==> src/hdl/serial_port_regs.svh <==
`ifndef SERIAL_PORT_REGS_SVH
`define SERIAL_PORT_REGS_SVH

// ****************************************
// Timing of the internal shift clock
// ****************************************
`define CLK_PERIOD_PS 5000
`define SCLK_QUARTER_NS 20
`define SCLK_QUARTER_CYC ((`SCLK_QUARTER_NS * 1000 + `CLK_PERIOD_PS - 1) / `CLK_PERIOD_PS)

// ****************************************
// Pin positions on the parallel bus, result width, FIFO depth and reset value
// ****************************************
`define PIN_CHAIN_POS 7
`define PIN_SDO_POS 8
`define PIN_SCLK_POS 9
`define PIN_B10_POS 10
`define RESULT_BITS 16
`define FIFO_DEPTH 16
`define RESULT_RESET 16'h0000

`endif

==> src/hdl/serial_port_pkg.sv <==
package serial_port_pkg;

    // Pin-level controls, after synchronisation
    typedef struct packed {
        logic port_select;
        logic output_coding_select;
        logic clock_source_select;
        logic shift_clock_invert;
        logic read_mode_or_chain_in;
        logic sclk_in;
    } cfg_type;

    typedef enum logic [1:0] {
        IDLE = 2'b00,
        INT_SHIFT = 2'b01,
        EXT_SHIFT = 2'b10,
        DONE = 2'b11
    } state_type;

endpackage : serial_port_pkg

==> src/hdl/adc_serial_result_port.sv <==
// Notes on behaviour
// - Port select low: pin 7 drives result bit 7; high: it is an input.
// - External clock: chain input appears on serial out 16 shift periods later.
// - Internal clock, read mode high: shifting may run during a conversion.
// - Internal clock, read mode low: shifting waits for conversion end.
// - Result leaves the shift register most significant bit first.
// - Serial coding follows the output coding select pin.
// - Internal clock: each bit stable across both shift clock edges.
// - External clock, no invert: update on rising edge, valid at falling.
// - External clock, invert: update on falling edge, valid at rising.
// - Pin 9 is shift clock, in or out by source, edge by invert.
// - Pin 8 becomes serial data output in serial mode.
// - Parallel mode: bit 10 driven on its own pin.
// - Coding select high: straight binary; low: MSB inverted.
// - Source low: internal clock driven out; high: external clock used.
// - Invert input flips clock sense in both serial modes.
`timescale 1ns/100ps
`include "serial_port_regs.svh"

// ****************************************
// Result FIFO
// ****************************************
module result_fifo #(
    parameter int WIDTH = `RESULT_BITS,
    parameter int DEPTH = `FIFO_DEPTH
) (
    // Clock and reset
    input wire logic clk,
    input wire logic resetn,
    // Fill side
    input wire logic in_valid,
    output logic in_ready,
    input wire logic [WIDTH-1:0] in_data,
    // Drain side
    output logic out_valid,
    input wire logic out_ready,
    output logic [WIDTH-1:0] out_data
);
    localparam int AW = $clog2(DEPTH);
    logic [WIDTH-1:0] mem [DEPTH];
    logic [AW:0] wr_r;
    logic [AW:0] rd_r;

    initial begin
        if (DEPTH < 2 || (1 << AW) != DEPTH) begin
            $error("result_fifo: DEPTH must be a power of two");
        end
    end

    assign in_ready = (wr_r[AW] == rd_r[AW]) || (wr_r[AW-1:0] != rd_r[AW-1:0]);
    assign out_valid = wr_r != rd_r;
    assign out_data = mem[rd_r[AW-1:0]];

    always_ff @(posedge clk) begin
        if (in_valid && in_ready) begin
            mem[wr_r[AW-1:0]] <= in_data;
        end
    end

    always_ff @(posedge clk) begin
        if (!resetn) begin
            wr_r <= '0;
            rd_r <= '0;
        end else begin
            if (in_valid && in_ready) begin
                wr_r <= wr_r + 1'b1;
            end
            if (out_valid && out_ready) begin
                rd_r <= rd_r + 1'b1;
            end
        end
    end
endmodule : result_fifo

// ****************************************
// Serial and parallel result port
// ****************************************
module adc_serial_result_port #(
    parameter int QUARTER_CYC = `SCLK_QUARTER_CYC
) (
    // Clock and reset
    input wire logic clk,
    input wire logic resetn,
    // Results from the converter core
    input wire logic result_valid,
    output logic result_ready,
    input wire logic [`RESULT_BITS-1:0] result_data,
    input wire logic conv_busy,
    input wire logic read_enable,
    // Mode pins, outside the clock domain
    input wire logic port_select,
    input wire logic output_coding_select,
    input wire logic clock_source_select,
    input wire logic shift_clock_invert,
    // Pin 7: result bit 7 or read mode / chain input
    input wire logic pin7_in,
    output logic pin7_out,
    output logic pin7_oe_n,
    // Pin 8: result bit 8 or serial data out
    output logic pin8_out,
    // Pin 9: result bit 9 or shift clock
    input wire logic pin9_in,
    output logic pin9_out,
    output logic pin9_oe_n,
    // Pin 10: result bit 10
    output logic pin10_out,
    // Status
    output logic serial_busy
);
    import serial_port_pkg::*;

    initial begin
        if (QUARTER_CYC < 1 || QUARTER_CYC > 255) begin
            $error("adc_serial_result_port: QUARTER_CYC out of range");
        end
    end

    function automatic logic [`RESULT_BITS-1:0] code_result(
        input logic [`RESULT_BITS-1:0] raw,
        input logic straight
    );
        code_result = raw;
        code_result[`RESULT_BITS-1] = raw[`RESULT_BITS-1] ^ ~straight;
    endfunction : code_result

    // ****************************************
    // Input synchronisers
    // ****************************************
    localparam int NS = $bits(cfg_type);
    logic [NS-1:0] raw_w;
    logic [NS-1:0] s1_r;
    logic [NS-1:0] s2_r;
    logic [NS-1:0] s3_r;
    logic [NS-1:0] stable_r;
    cfg_type cfg;
    logic sclk_prev_r;

    assign raw_w = {port_select, output_coding_select, clock_source_select,
                    shift_clock_invert, pin7_in, pin9_in};
    assign cfg = cfg_type'(stable_r);

    always_ff @(posedge clk) begin
        if (!resetn) begin
            s1_r <= '0;
            s2_r <= '0;
            s3_r <= '0;
        end else begin
            s1_r <= raw_w;
            s2_r <= s1_r;
            s3_r <= s2_r;
        end
    end

    // A change counts only once two stages agree
    for (genvar i = 0; i < NS; i++) begin : g_stable
        always_ff @(posedge clk) begin
            if (!resetn) begin
                stable_r[i] <= 1'b0;
            end else if (s2_r[i] == s3_r[i]) begin
                stable_r[i] <= s3_r[i];
            end
        end
    end

    always_ff @(posedge clk) begin
        if (!resetn) begin
            sclk_prev_r <= 1'b0;
        end else begin
            sclk_prev_r <= cfg.sclk_in;
        end
    end

    logic upd_edge;
    assign upd_edge = (cfg.sclk_in != sclk_prev_r) && (cfg.sclk_in == ~cfg.shift_clock_invert);

    // ****************************************
    // Result buffer and parallel word
    // ****************************************
    logic fifo_valid;
    logic pop_w;
    logic [`RESULT_BITS-1:0] fifo_data;
    logic [`RESULT_BITS-1:0] res_r;

    result_fifo #(.WIDTH(`RESULT_BITS), .DEPTH(`FIFO_DEPTH)) u_fifo (
        .clk(clk),
        .resetn(resetn),
        .in_valid(result_valid),
        .in_ready(result_ready),
        .in_data(result_data),
        .out_valid(fifo_valid),
        .out_ready(pop_w),
        .out_data(fifo_data)
    );

    // ****************************************
    // Serial engine
    // ****************************************
    state_type state_r;
    state_type state_nxt;
    logic rd_prev_r;
    logic start_w;
    logic load_w;
    logic [`RESULT_BITS-1:0] shift_r;
    logic [7:0] pre_r;
    logic [1:0] phase_r;
    logic [4:0] bit_r;
    logic tick_w;
    logic int_ok;

    assign start_w = read_enable && !rd_prev_r;
    assign int_ok = cfg.read_mode_or_chain_in || !conv_busy;
    assign load_w = (state_r == IDLE) && cfg.port_select && start_w &&
                    (cfg.clock_source_select || int_ok);
    assign pop_w = fifo_valid && (cfg.port_select ? load_w : 1'b1);
    assign tick_w = pre_r == 8'(QUARTER_CYC - 1);

    always_ff @(posedge clk) begin
        if (!resetn) begin
            rd_prev_r <= 1'b0;
        end else if (state_r != IDLE || !start_w || load_w) begin
            rd_prev_r <= read_enable;
        end
    end

    always_ff @(posedge clk) begin
        if (!resetn) begin
            res_r <= `RESULT_RESET;
        end else if (pop_w) begin
            res_r <= fifo_data;
        end
    end

    always_comb begin
        state_nxt = state_r;
        case (state_r)
            IDLE: begin
                if (load_w) begin
                    state_nxt = cfg.clock_source_select ? EXT_SHIFT : INT_SHIFT;
                end
            end
            INT_SHIFT: begin
                if (tick_w && phase_r == 2'b11 && bit_r == 5'(`RESULT_BITS - 1)) begin
                    state_nxt = DONE;
                end
            end
            EXT_SHIFT: begin
                if (!read_enable) begin
                    state_nxt = IDLE;
                end
            end
            DONE: begin
                if (!read_enable) begin
                    state_nxt = IDLE;
                end
            end
            default: begin
                state_nxt = IDLE;
            end
        endcase
        if (!cfg.port_select) begin
            state_nxt = IDLE;
        end
    end

    always_ff @(posedge clk) begin
        if (!resetn) begin
            state_r <= IDLE;
        end else begin
            state_r <= state_nxt;
        end
    end

    // Quarter-period prescaler; phase 0 holds the data change
    always_ff @(posedge clk) begin
        if (!resetn || state_r != INT_SHIFT) begin
            pre_r <= 8'h00;
            phase_r <= 2'b00;
            bit_r <= 5'h00;
        end else if (tick_w) begin
            pre_r <= 8'h00;
            phase_r <= phase_r + 2'b01;
            if (phase_r == 2'b11) begin
                bit_r <= bit_r + 5'h01;
            end
        end else begin
            pre_r <= pre_r + 8'h01;
        end
    end

    always_ff @(posedge clk) begin
        if (!resetn) begin
            shift_r <= `RESULT_RESET;
        end else if (load_w) begin
            shift_r <= code_result(fifo_valid ? fifo_data : res_r, cfg.output_coding_select);
        end else if (state_r == INT_SHIFT && tick_w && phase_r == 2'b11) begin
            shift_r <= {shift_r[`RESULT_BITS-2:0], 1'b0};
        end else if (state_r == EXT_SHIFT && upd_edge) begin
            // chain bit enters at the bottom
            shift_r <= {shift_r[`RESULT_BITS-2:0], cfg.read_mode_or_chain_in};
        end
    end

    // ****************************************
    // Pins
    // ****************************************
    logic [`RESULT_BITS-1:0] par_w;
    logic sclk_int;

    assign par_w = code_result(res_r, cfg.output_coding_select);
    // edges fall in phases 1 and 3, data changes at phase 0
    assign sclk_int = cfg.shift_clock_invert ^ (state_r == INT_SHIFT && ^phase_r);

    always_ff @(posedge clk) begin
        if (!resetn) begin
            pin7_out <= 1'b0;
            pin8_out <= 1'b0;
            pin9_out <= 1'b0;
            pin10_out <= 1'b0;
        end else begin
            pin7_out <= par_w[`PIN_CHAIN_POS];
            pin8_out <= cfg.port_select ? shift_r[`RESULT_BITS-1] : par_w[`PIN_SDO_POS];
            pin9_out <= cfg.port_select ? sclk_int : par_w[`PIN_SCLK_POS];
            pin10_out <= par_w[`PIN_B10_POS];
        end
    end

    // pin 7 turns input in serial mode
    assign pin7_oe_n = cfg.port_select;
    // pin 9 is an input with an external clock
    assign pin9_oe_n = cfg.port_select && cfg.clock_source_select;
    assign serial_busy = state_r == INT_SHIFT || state_r == EXT_SHIFT;
endmodule : adc_serial_result_port

==> config.mk <==
export PLATFORM = sky130hd
export DESIGN_NAME = adc_serial_result_port
export DESIGN_NICKNAME = d
export VERILOG_FILES = /design/src/hdl/serial_port_pkg.sv /design/src/hdl/adc_serial_result_port.sv
export VERILOG_INCLUDE_DIRS = /design/src /design/src/hdl
export SDC_FILE = /design/constraint.sdc
export NUM_CORES = 1
export LEC_CHECK = 0
export BUFFER_PORTS_ARGS = -buffer_cell sky130_fd_sc_hd__buf_2
export CORE_ASPECT_RATIO = 1.75
export CORE_UTILIZATION = 40
export CTS_CLUSTER_SIZE = 8
export DETAILED_ROUTE_END_ITERATION = 10
export SLEW_MARGIN = 20
export SYNTH_ARGS = -nofsm -noshare
export SYNTH_HDL_FRONTEND = slang
export SYNTH_SLANG_ARGS = --single-unit
==> constraint.sdc <==
create_clock -name clk -period 8.21 [get_ports clk]
set_input_delay 1.642 -clock clk [delete_from_list [all_inputs] [get_ports clk]]
set_output_delay 1.642 -clock clk [all_outputs]
set_load 0.05 [all_outputs]
; Word-level counts from Yosys, hierarchy flattened
; Memory sizes are Yosys's and may differ from the RTL's. A register that Yosys moved wholly into a read port is not among the register bits.
; Index checks and enable logic that the tools add are counted.
[word_totals]
memories = 1
inputBits = 27
reg_bits = 89
elab_cells = 105
ramBits = 256
[classes]
n_reduce_logical = 35
eq_ne = 21
bitwise_logic = 4
muxes = 16
n_addsub = 5
[memory_table]
columns = memory, depth, word_bits, read_ports, rd_ports_with_merged_regs, wr, line
row1 = u_fifo.mem, 16, 16, 1, 1, 1, adc_serial_result_port.sv:40  ; logic [WIDTH-1:0] mem [DEPTH];
[op_table]
columns = op, n
row1 = $mux W16, 4
row2 = $add A5 B1 Y5 const B, 3
row3 = $logic_and A1 B1 Y1, 15
row4 = $add A8 B1 Y8 const B, 1
row5 = $eq A1 B1 Y1, 8
row6 = $eq A8 B2 Y1 const B, 1
row7 = $mux W2, 4
row8 = $mux W4, 2
row9 = $logic_or A1 B1 Y1, 7
row10 = $eq A2 B2 Y1 const B, 3
row11 = $ne A2 B2 Y1 const B, 3
row12 = $pmux W2 S3, 1
row13 = $eq A5 B4 Y1 const B, 1
row14 = $mux W1, 5
row15 = $ne A5 B5 Y1, 1
row16 = $logic_not A1 Y1, 4
row17 = $ne A4 B4 Y1, 1
row18 = $reduce_and A2 Y1, 2
row19 = $reduce_or A2 Y1, 2
row20 = $reduce_and A3 Y1, 1
row21 = $reduce_bool A3 Y1, 1
row22 = $add A2 B1 Y2 const B, 1
row23 = $eq A2 B1 Y1 const B, 1
row24 = $logic_not A2 Y1, 1
row25 = other kinds (6), 8

; Depth between registers and ports, before layout
; Gate-level depths: netlist of run 1.
[logic_depth]
depth_word = 9
depth_mapped = 9

; Cells and area by module
; From an unflattened synthesis of run 1, not the netlist that was laid out.
[hier_totals]
cells_unflattened = 823
hier_area_um2 = 13972.2
[by_module_without_submodules]
columns = mod, n_inst, cells_per_inst, area_each_um2
row1 = result_fifo, 1, 462, 10665.2
row2 = adc_serial_result_port, 1, 361, 3306.9

; Worst setup path after synthesis of run 1
; Ideal clock, no wire load.
[synth_timing]
path_type = input -> register
start = input result_valid
end = memory u_fifo.mem[3][0] (netlist bit) (enable)
cell_stages = 2
slack_ns = 4.828
arrival_time_ns = 2.973
cell_sequence = o211ai_1 nor3_1
[synth_via]
elab_chain_cells = 3
[synth_rtl]
columns = element, line
row1 = "start, declared", adc_serial_result_port.sv:85  ; input wire logic result_valid,
row2 = $logic_and A1 B1 Y1, adc_serial_result_port.sv:55  ; if (in_valid && in_ready) begin
row3 = $mux W1, adc_serial_result_port.sv:55
row4 = $mux W1 (implied by the code), adc_serial_result_port.sv:56  ; mem[wr_r[AW-1:0]] <= in_data;
row5 = "end, declared", adc_serial_result_port.sv:40
; Every way passes these cells.

; Worst setup path in the final report of run 1
[layout_timing]
start = register u_fifo.wr_r[2]
end = output result_ready
[layout_via]
elab_chain_cells = 2
[layout_rtl]
columns = element, line
row1 = "start, declared", adc_serial_result_port.sv:41  ; logic [AW:0] wr_r;
row2 = "start signal, assigned", adc_serial_result_port.sv:66  ; wr_r <= wr_r + 1'b1;
row3 = $ne A4 B4 Y1, adc_serial_result_port.sv:50  ; assign in_ready = (wr_r[AW] == rd_r[AW]) || (wr_r[AW-1:0] != rd_r[AW-1:0]);
row4 = $logic_or A1 B1 Y1, adc_serial_result_port.sv:50
row5 = "end, declared", adc_serial_result_port.sv:86  ; output logic result_ready,
; Every way passes these cells.

==> results of run 1 <==
placed cells by master, fill, tap and decap left out, types with 2 or more instances in the layout:
| cell type | n |
|---|---|
| a211oi_1 | 2 |
| clkinv_8 | 2 |
| nor2_1 | 48 |
| nand3_1 | 5 |
| inv_1 | 8 |
| mux4_2 | 77 |
| xor2_1 | 12 |
| ha_1 | 13 |
| edfxtp_1 | 256 |
| o21ai_0 | 27 |
| dfxtp_1 | 91 |
| a21oi_1 | 25 |
| or2_2 | 2 |
| buf_2 | 34 |
| and2_1 | 26 |
| or3_1 | 4 |
| o2111ai_1 | 2 |
| nand2_1 | 44 |
| o21a_1 | 3 |
| mux2i_1 | 24 |
| nand4_1 | 3 |
| o211ai_1 | 4 |
| xnor2_1 | 11 |
| and3_1 | 17 |
| nor2b_1 | 3 |
| a311oi_1 | 3 |
| a221oi_1 | 17 |
| nand2b_1 | 4 |
| nor3b_1 | 3 |
| buf_4 | 21 |
| clkbuf_1 | 10 |
| clkbuf_16 | 49 |
sequential cells by signal, summed over array words and instances, names as in the netlist, 6 cells and up, named ones only:
name        cells
s1_r            6
u_fifo.mem    256
s2_r            6
res_r          16
pre_r           8
shift_r        16
s3_r            6
power breakdown:
part           internal [mW]  total (mW)  switching, mW
combinational          0.387       0.794          0.407
clock                   1.07        1.76          0.687
sequential              1.97        2.03         0.0605
total                   3.43        4.58           1.15
per-stage QoR:
stage / total power [mW] / worst slack (ns)
2_1_floorplan: 2.69 / 4.83
3_3_place_gp: 2.87 / 4.38
3_5_place_dp: 2.88 / 4.37
4_1_cts: 4.65 / 4.33
5_1_grt: 4.76 / 4.21
6_report: 4.58 / 4.36
layer usage:
layer	wire length, um	vias to the layer above
met3	920	50
li1	-	3215
met4	682	0
met5	0	-
met2	16100	106
met1	10700	3626
synthesized netlist by cell type, drive strengths merged (2+ instances only):
master	n	share of area (%)
edfxtp	256	57
dfxtp	93	14
mux4	77	13
nor2	49	1.4
nand2	44	1.2
o21ai	27	1.0
and2	26	1.2
a21oi	25	0.92
mux2i	24	1.8
buf	21	0.96
clkbuf	19	0.53
a221oi	17	1.1
and3	17	0.78
ha	13	1.2
xor2	12	0.77
xnor2	11	0.71
inv	9	0.25
nand3	6	0.31
o211ai	5	0.31
nand2b	4	0.18
nor2b	4	0.18
nor3b	4	0.26
or3	4	0.18
a311oi	3	0.19
nand4	3	0.14
o21a	3	0.17
a211oi	2	0.11
nor4	2	0.20
o2111ai	2	0.13
or2	2	0.092
layout make-up:
cell class	instances	area, um2	share of cell area (%)
timing repair buffer	55	328	2.10
sequential	349	9550	61.2
tap	450	563	3.61
inverter	10	37.5	0.241
multi-input combinational	396	3800	24.4
clock inverter	3	41.3	0.265
clock buffer	60	1280	8.19
how the worst min path moves through the flow:
stage                       start                  to  slack (ns)  cells after the start
6_report       s1_r[4]$_SDFF_PN0_  s2_r[4]$_SDFF_PN0_        0.42                      1
5_1_grt        s1_r[4]$_SDFF_PN0_  s2_r[4]$_SDFF_PN0_        0.44                      1
3_5_place_dp   s1_r[4]$_SDFF_PN0_  s2_r[4]$_SDFF_PN0_        0.42                      1
4_1_cts        s1_r[4]$_SDFF_PN0_  s2_r[4]$_SDFF_PN0_        0.43                      1
2_1_floorplan  s1_r[0]$_SDFF_PN0_  s2_r[0]$_SDFF_PN0_        0.41                      1
3_3_place_gp   s1_r[0]$_SDFF_PN0_  s2_r[0]$_SDFF_PN0_        0.42                      1
cells by family after synthesis:
kind of cell	count (synthesis)	synth area share, %
flops	349	70.3
simple gates	169	6.35
buf+inv	50	1.76
compound gates	89	4.25
xor+xnor	23	1.48
fa+ha+maj	13	1.20
mux	102	14.6
==> flow_summary.yaml, run 1 <==
timing:
  slew_viol_final: 0
  fmax_mhz: 260
  hold-worst-slack_ns: 0.424
  setup_tns_ns: 0
  post-route-period-util_pct: 46.8
  rsz0062_at_grt: "false"
  setup_viol: 0
  clock_skew_ns: 0.0125
  slew_headroom_pct: 27.0
  tightest_slew_ns: 1.09
  final_hold_viol_count: 0
  min_period_ns: 3.85
global_routing:
  use_met2_pct: 32.9
  grtUsageTotal_pct: 17.1
  grt_max_degree: 65
  overflow: 0
  grtUsageMet1_pct: 18.4
  grt_pass1_vias: 7360
  top_usage_layer: "met2"
  met3_usage_pct: 2.63
  grt_pass1_wl_um: 43400
  grt_antenna_before_repair: 0
cts:
  cts_tree: "yes"
  cts_setup_buffers: 0
  path_clk_slew_ns: 0.05
  hold_buffers: 0
  cts_buffers: 49
  clockRootBuffer: "clkbuf_16"
  ctsResizeCount: 0
  cts_sinks: 349
  clk_latency_ns: 0.55
  clockBufferDepth: 3
  htree_levels: 2
worst_setup_path:
  path_depth: 4
  reg2reg_depth: 5
  endpoint: "result_ready"
  path_cells: "xnor2_1 -> nand4_1 -> nand2b_1 -> buf_2"
  critPathTopFamily: "simple AND/OR/NAND/NOR gates"
  r2r_setup_slack_ns: 5.20
  slowest_delay_ns: 0.53
  worstSetupPathType: "reg -> out"
  critPathBufInv: 1
  end_kind: "output port"
  crit_path_start: "u_fifo.wr_r[2]$_SDFFE_PN0P_"
  arrival_ns: 2.20
  critPathSlowestCell: "dfxtp_1"
  crit_path_max_fanout: 11
  worstPathRequired_ns: 6.57
  reg2reg_to: "res_r[8]$_SDFFE_PN0P_"
  cp-start-kind: "flop"
finish:
  post-route-util_pct: 47.1
  antenna_cells_inserted: 0
  nets: 901
  stdcell_count: 1323
  area_growth_pct: 14.9
  layout-drive-gt1-share_pct: 22.8
  finish.instance_area_um2: 15600
  n_fill_cell: 2784
floorplan:
  core.rowCount: 88
  die-area_um2: 34700
  ios: 35
  fp.dieW_um: 141
  core_um2: 33100
  fp.dieH_um: 246
  start_util_pct: 41.0
logic_synthesis:
  async_flop_share_pct: 0
  synth_edf_count: 256
  synth-seq-cells: 349
  ys_types: 49
  syn_area_per_cell_um2: 17.1
  netlist_area_um2: 13600
  synth_warnings: 0
  synthCells: 795
  syn_nets: 835
  synth_ff_type: "edfxtp_1"
  ys_seq_area_share_pct: 70.3
placement:
  place_area_um2: 14300
  dp_hpwl_um: 16300
  gp_congestion: 0.741
  numPortBuffers: 34
  dp_cells: 1260
route:
  viasPerCell: 5.29
  wl_um: 28400
  dr.pass1.iters: 4
  wl_per_cell_um: 21.4
  drtAntennaViolNets: 0
  drt-initial-drc-count: 392
  drc: 0
  vias: 6997
outcome:
  status: "finished, final reports clean"
hold_path:
  hp-class: "reg -> reg"
pwr:
  irDropWorstVdd_uv: 168
  p_per_area_nw_per_um2: 294
  power.leakage_nw: 5.20
run:
  cap_violations: 0
Power figures use the tool's default switching activity.
==> run 2: changes to the inputs <==
--- a/config.mk
+++ b/config.mk
@@ -6,6 +6,7 @@
 export SDC_FILE = /design/constraint.sdc
 export NUM_CORES = 1
 export LEC_CHECK = 0
+export ABC_AREA = 1
 export BUFFER_PORTS_ARGS = -buffer_cell sky130_fd_sc_hd__buf_2
 export CORE_ASPECT_RATIO = 1.75
 export CORE_UTILIZATION = 40
==> constraint.sdc (replaced) <==
create_clock -name clk -period 3.21 [get_ports clk]
set_input_delay 0.642 -clock clk [delete_from_list [all_inputs] [get_ports clk]]
set_output_delay 0.642 -clock clk [all_outputs]
set_load 0.05 [all_outputs]
==> run 2 against run 1 <==
Register-to-register slack worse by 4.3 ns. Area after synthesis rose by 3.7%. Non-clock buffer count is 7 higher. Final area up 2.9%. Die area grew 3.7%. Final cell count is 34% higher. Clock-buffer cell count is 1 higher. Routed wire length grew 17%. Power increased to 2.7 times the previous value.
==> flow_summary.yaml, run 2 <==
outcome:
  status: "finished, final reports clean"
finish:
  n_fill_cell: 3130
  stdcell_count: 1776
  layout_commonest_cell: "edfxtp_1"
  nets: 1342
  layout_common_cells: "edfxtp_1, nor2_1, nand2_1, dfxtp_1"
  area_growth_pct: 14.0
  layout-drive-gt1-share_pct: 12.5
  largest_reg_flops: 256
  antenna_cells_inserted: 0
  finish.instance_area_um2: 16100
worst_setup_path:
  reg2reg_depth: 11
  timing.rr.start: "state_r[1]$_SDFFE_PN0P_"
  cp-start-kind: "flop"
  r2r_setup_slack_ns: 0.93
  critPathBufInv: 2
  reg2reg_to: "shift_r[15]$_SDFFE_PN0P_"
  critPathTopFamily: "buffers and inverters"
  end_kind: "output port"
  worstSetupPathType: "reg -> out"
  worstPathRequired_ns: 2.57
  arrival_ns: 1.66
  path_cells: "clkinv_1 -> nand2_1 -> a21oi_2 -> nand3_2 -> buf_2"
  slowest_delay_ns: 0.41
  critPathSlowestCell: "dfxtp_1"
  crit_path_max_fanout: 5
logic_synthesis:
  async_flop_share_pct: 0
  netlist_area_um2: 14100
  synth_commonest_cells: "edfxtp_1, nor2_1, nand2_1"
  yosysMostFrequentCell: "edfxtp_1"
  syn_area_per_cell_um2: 11.2
  synth_ff_type: "edfxtp_1"
  synth-seq-cells: 349
  yosysTopAreaCell: "edfxtp_1"
  syn_nets: 1298
  ys_types: 43
  synth_area_leaders: "edfxtp_1, dfxtp_1, nor2_1"
  synthCells: 1258
  ys_seq_area_share_pct: 67.8
  synth_warnings: 0
  synth_edf_count: 256
  yosysTopAreaCellShare_pct: 54.6
cts:
  path_clk_slew_ns: 0.05
  cts_tree: "yes"
  cts_setup_buffers: 0
  clockBufferDepth: 3
  clk_latency_ns: 0.56
  hold_buffers: 0
  ctsResizeCount: 0
  clockRootBuffer: "clkbuf_16"
  cts_buffers: 49
  cts_sinks: 349
  htree_levels: 2
floorplan:
  fp.dieW_um: 144
  start_util_pct: 40.7
  core.rowCount: 90
  ios: 35
  die-area_um2: 36000
  fp.dieH_um: 250
  core_um2: 34600
global_routing:
  overflow: 0
  grt_pass1_wl_um: 50800
  grt_antenna_before_repair: 0
  grt_max_degree: 129
  grtUsageTotal_pct: 18.8
  grt_pass1_vias: 9046
pwr:
  power.leakage_nw: 5.77
  p_per_area_nw_per_um2: 765
  irDropWorstVdd_uv: 392
placement:
  numPortBuffers: 34
  gp_congestion: 0.752
  dp_hpwl_um: 19800
  place_area_um2: 14700
  dp_cells: 1711
timing:
  fmax_mhz: 433
  slew_viol_final: 0
  setup_tns_ns: 0
  setup_viol: 0
  post-route-period-util_pct: 71.9
  clock_skew_ns: 0.0194
  final_hold_viol_count: 0
  rsz0062_at_grt: "false"
  hold-worst-slack_ns: 0.276
  tightest_slew_ns: 0.882
  slew_headroom_pct: 41.2
  min_period_ns: 2.31
route:
  dr.pass1.iters: 5
  drt-initial-drc-count: 538
  drc: 0
  vias: 9349
  drtAntennaViolNets: 0
  wl_per_cell_um: 18.7
  wl_um: 33300
  viasPerCell: 5.26
hold_path:
  min_path_cells: 3
  hp-class: "in -> reg"
  min_to: "s1_r[2]$_SDFF_PN0_"
  min-delay-start: "shift_clock_invert"
run:
  cap_violations: 0
-- run 2: through the flow --
| step | util, % | setup WS, ns | total power, mW |
|---|---|---|---|
| after floorplan | - | 0.896 | 7.19 |
| after global routing | 46.4 | 0.682 | 12.8 |
| after global placement | 42.6 | 0.896 | 7.80 |
| final | 46.4 | 0.903 | 12.3 |
| after detailed placement | 42.6 | 0.876 | 7.85 |
| after CTS | 46.4 | 0.877 | 12.4 |
-- run 2: final cells by class --
class,count,area (um2),share of cell area (%)
Clock buffer,61,1270,7.92
Clock inverter,4,46.3,0.288
Inverter,93,353,2.20
Multi-Input combinational cell,747,3820,23.8
Sequential cell,349,9550,59.5
Tap cell,460,576,3.59
Timing Repair Buffer,62,430,2.68
-- run 2: kinds of logic after synthesis --
| group | share of synthesized area [%] |
|---|---|
| compound gates | 12.3 |
| simple gates | 12.9 |
| flops | 67.8 |
| buf+inv | 5.32 |
| xor+xnor | 0.435 |
| fa+ha+maj | 1.16 |
-- run 2: worst max-delay path by stage --
stage | start | endpoint | slack [ns] | depth (start not counted)
after floorplan | u_fifo.wr_r[3]$_SDFFE_PN0P_ | u_fifo.mem[11][0]$_DFFE_PP_ | 0.90 | 8
after global placement | read_enable | shift_r[15]$_SDFFE_PN0P_ | 0.90 | 10
after detailed placement | read_enable | shift_r[15]$_SDFFE_PN0P_ | 0.88 | 10
after CTS | u_fifo.wr_r[3]$_SDFFE_PN0P_ | result_ready | 0.88 | 5
after global routing | state_r[1]$_SDFFE_PN0P_ | shift_r[15]$_SDFFE_PN0P_ | 0.68 | 11
final | u_fifo.wr_r[3]$_SDFFE_PN0P_ | result_ready | 0.90 | 5
-- run 2: report_power, final --
group	leakage (nW)	internal (mW)	switching [mW]	total [mW]
Clock	0.640	2.73	1.79	4.53
Combinational	2.06	0.765	1.84	2.60
Sequential	3.07	5.04	0.102	5.15
-- run 2: per-layer routing --
metal / vias to the layer above / track usage [%] / share of wire, %
met5: - / 0 / 0
met2: 224 / 34.9 / 53
met3: 80 / 2.77 / 4.6
met1: 4537 / 20.6 / 38
met4: 0 / 8.78 / 4.1
li1: 4508 / - / -
-- run 2: tightest hold or removal path, stage by stage --
cell and delay, ns:
buf_2 0.07, nand2_1 0.04, inv_1 0.04
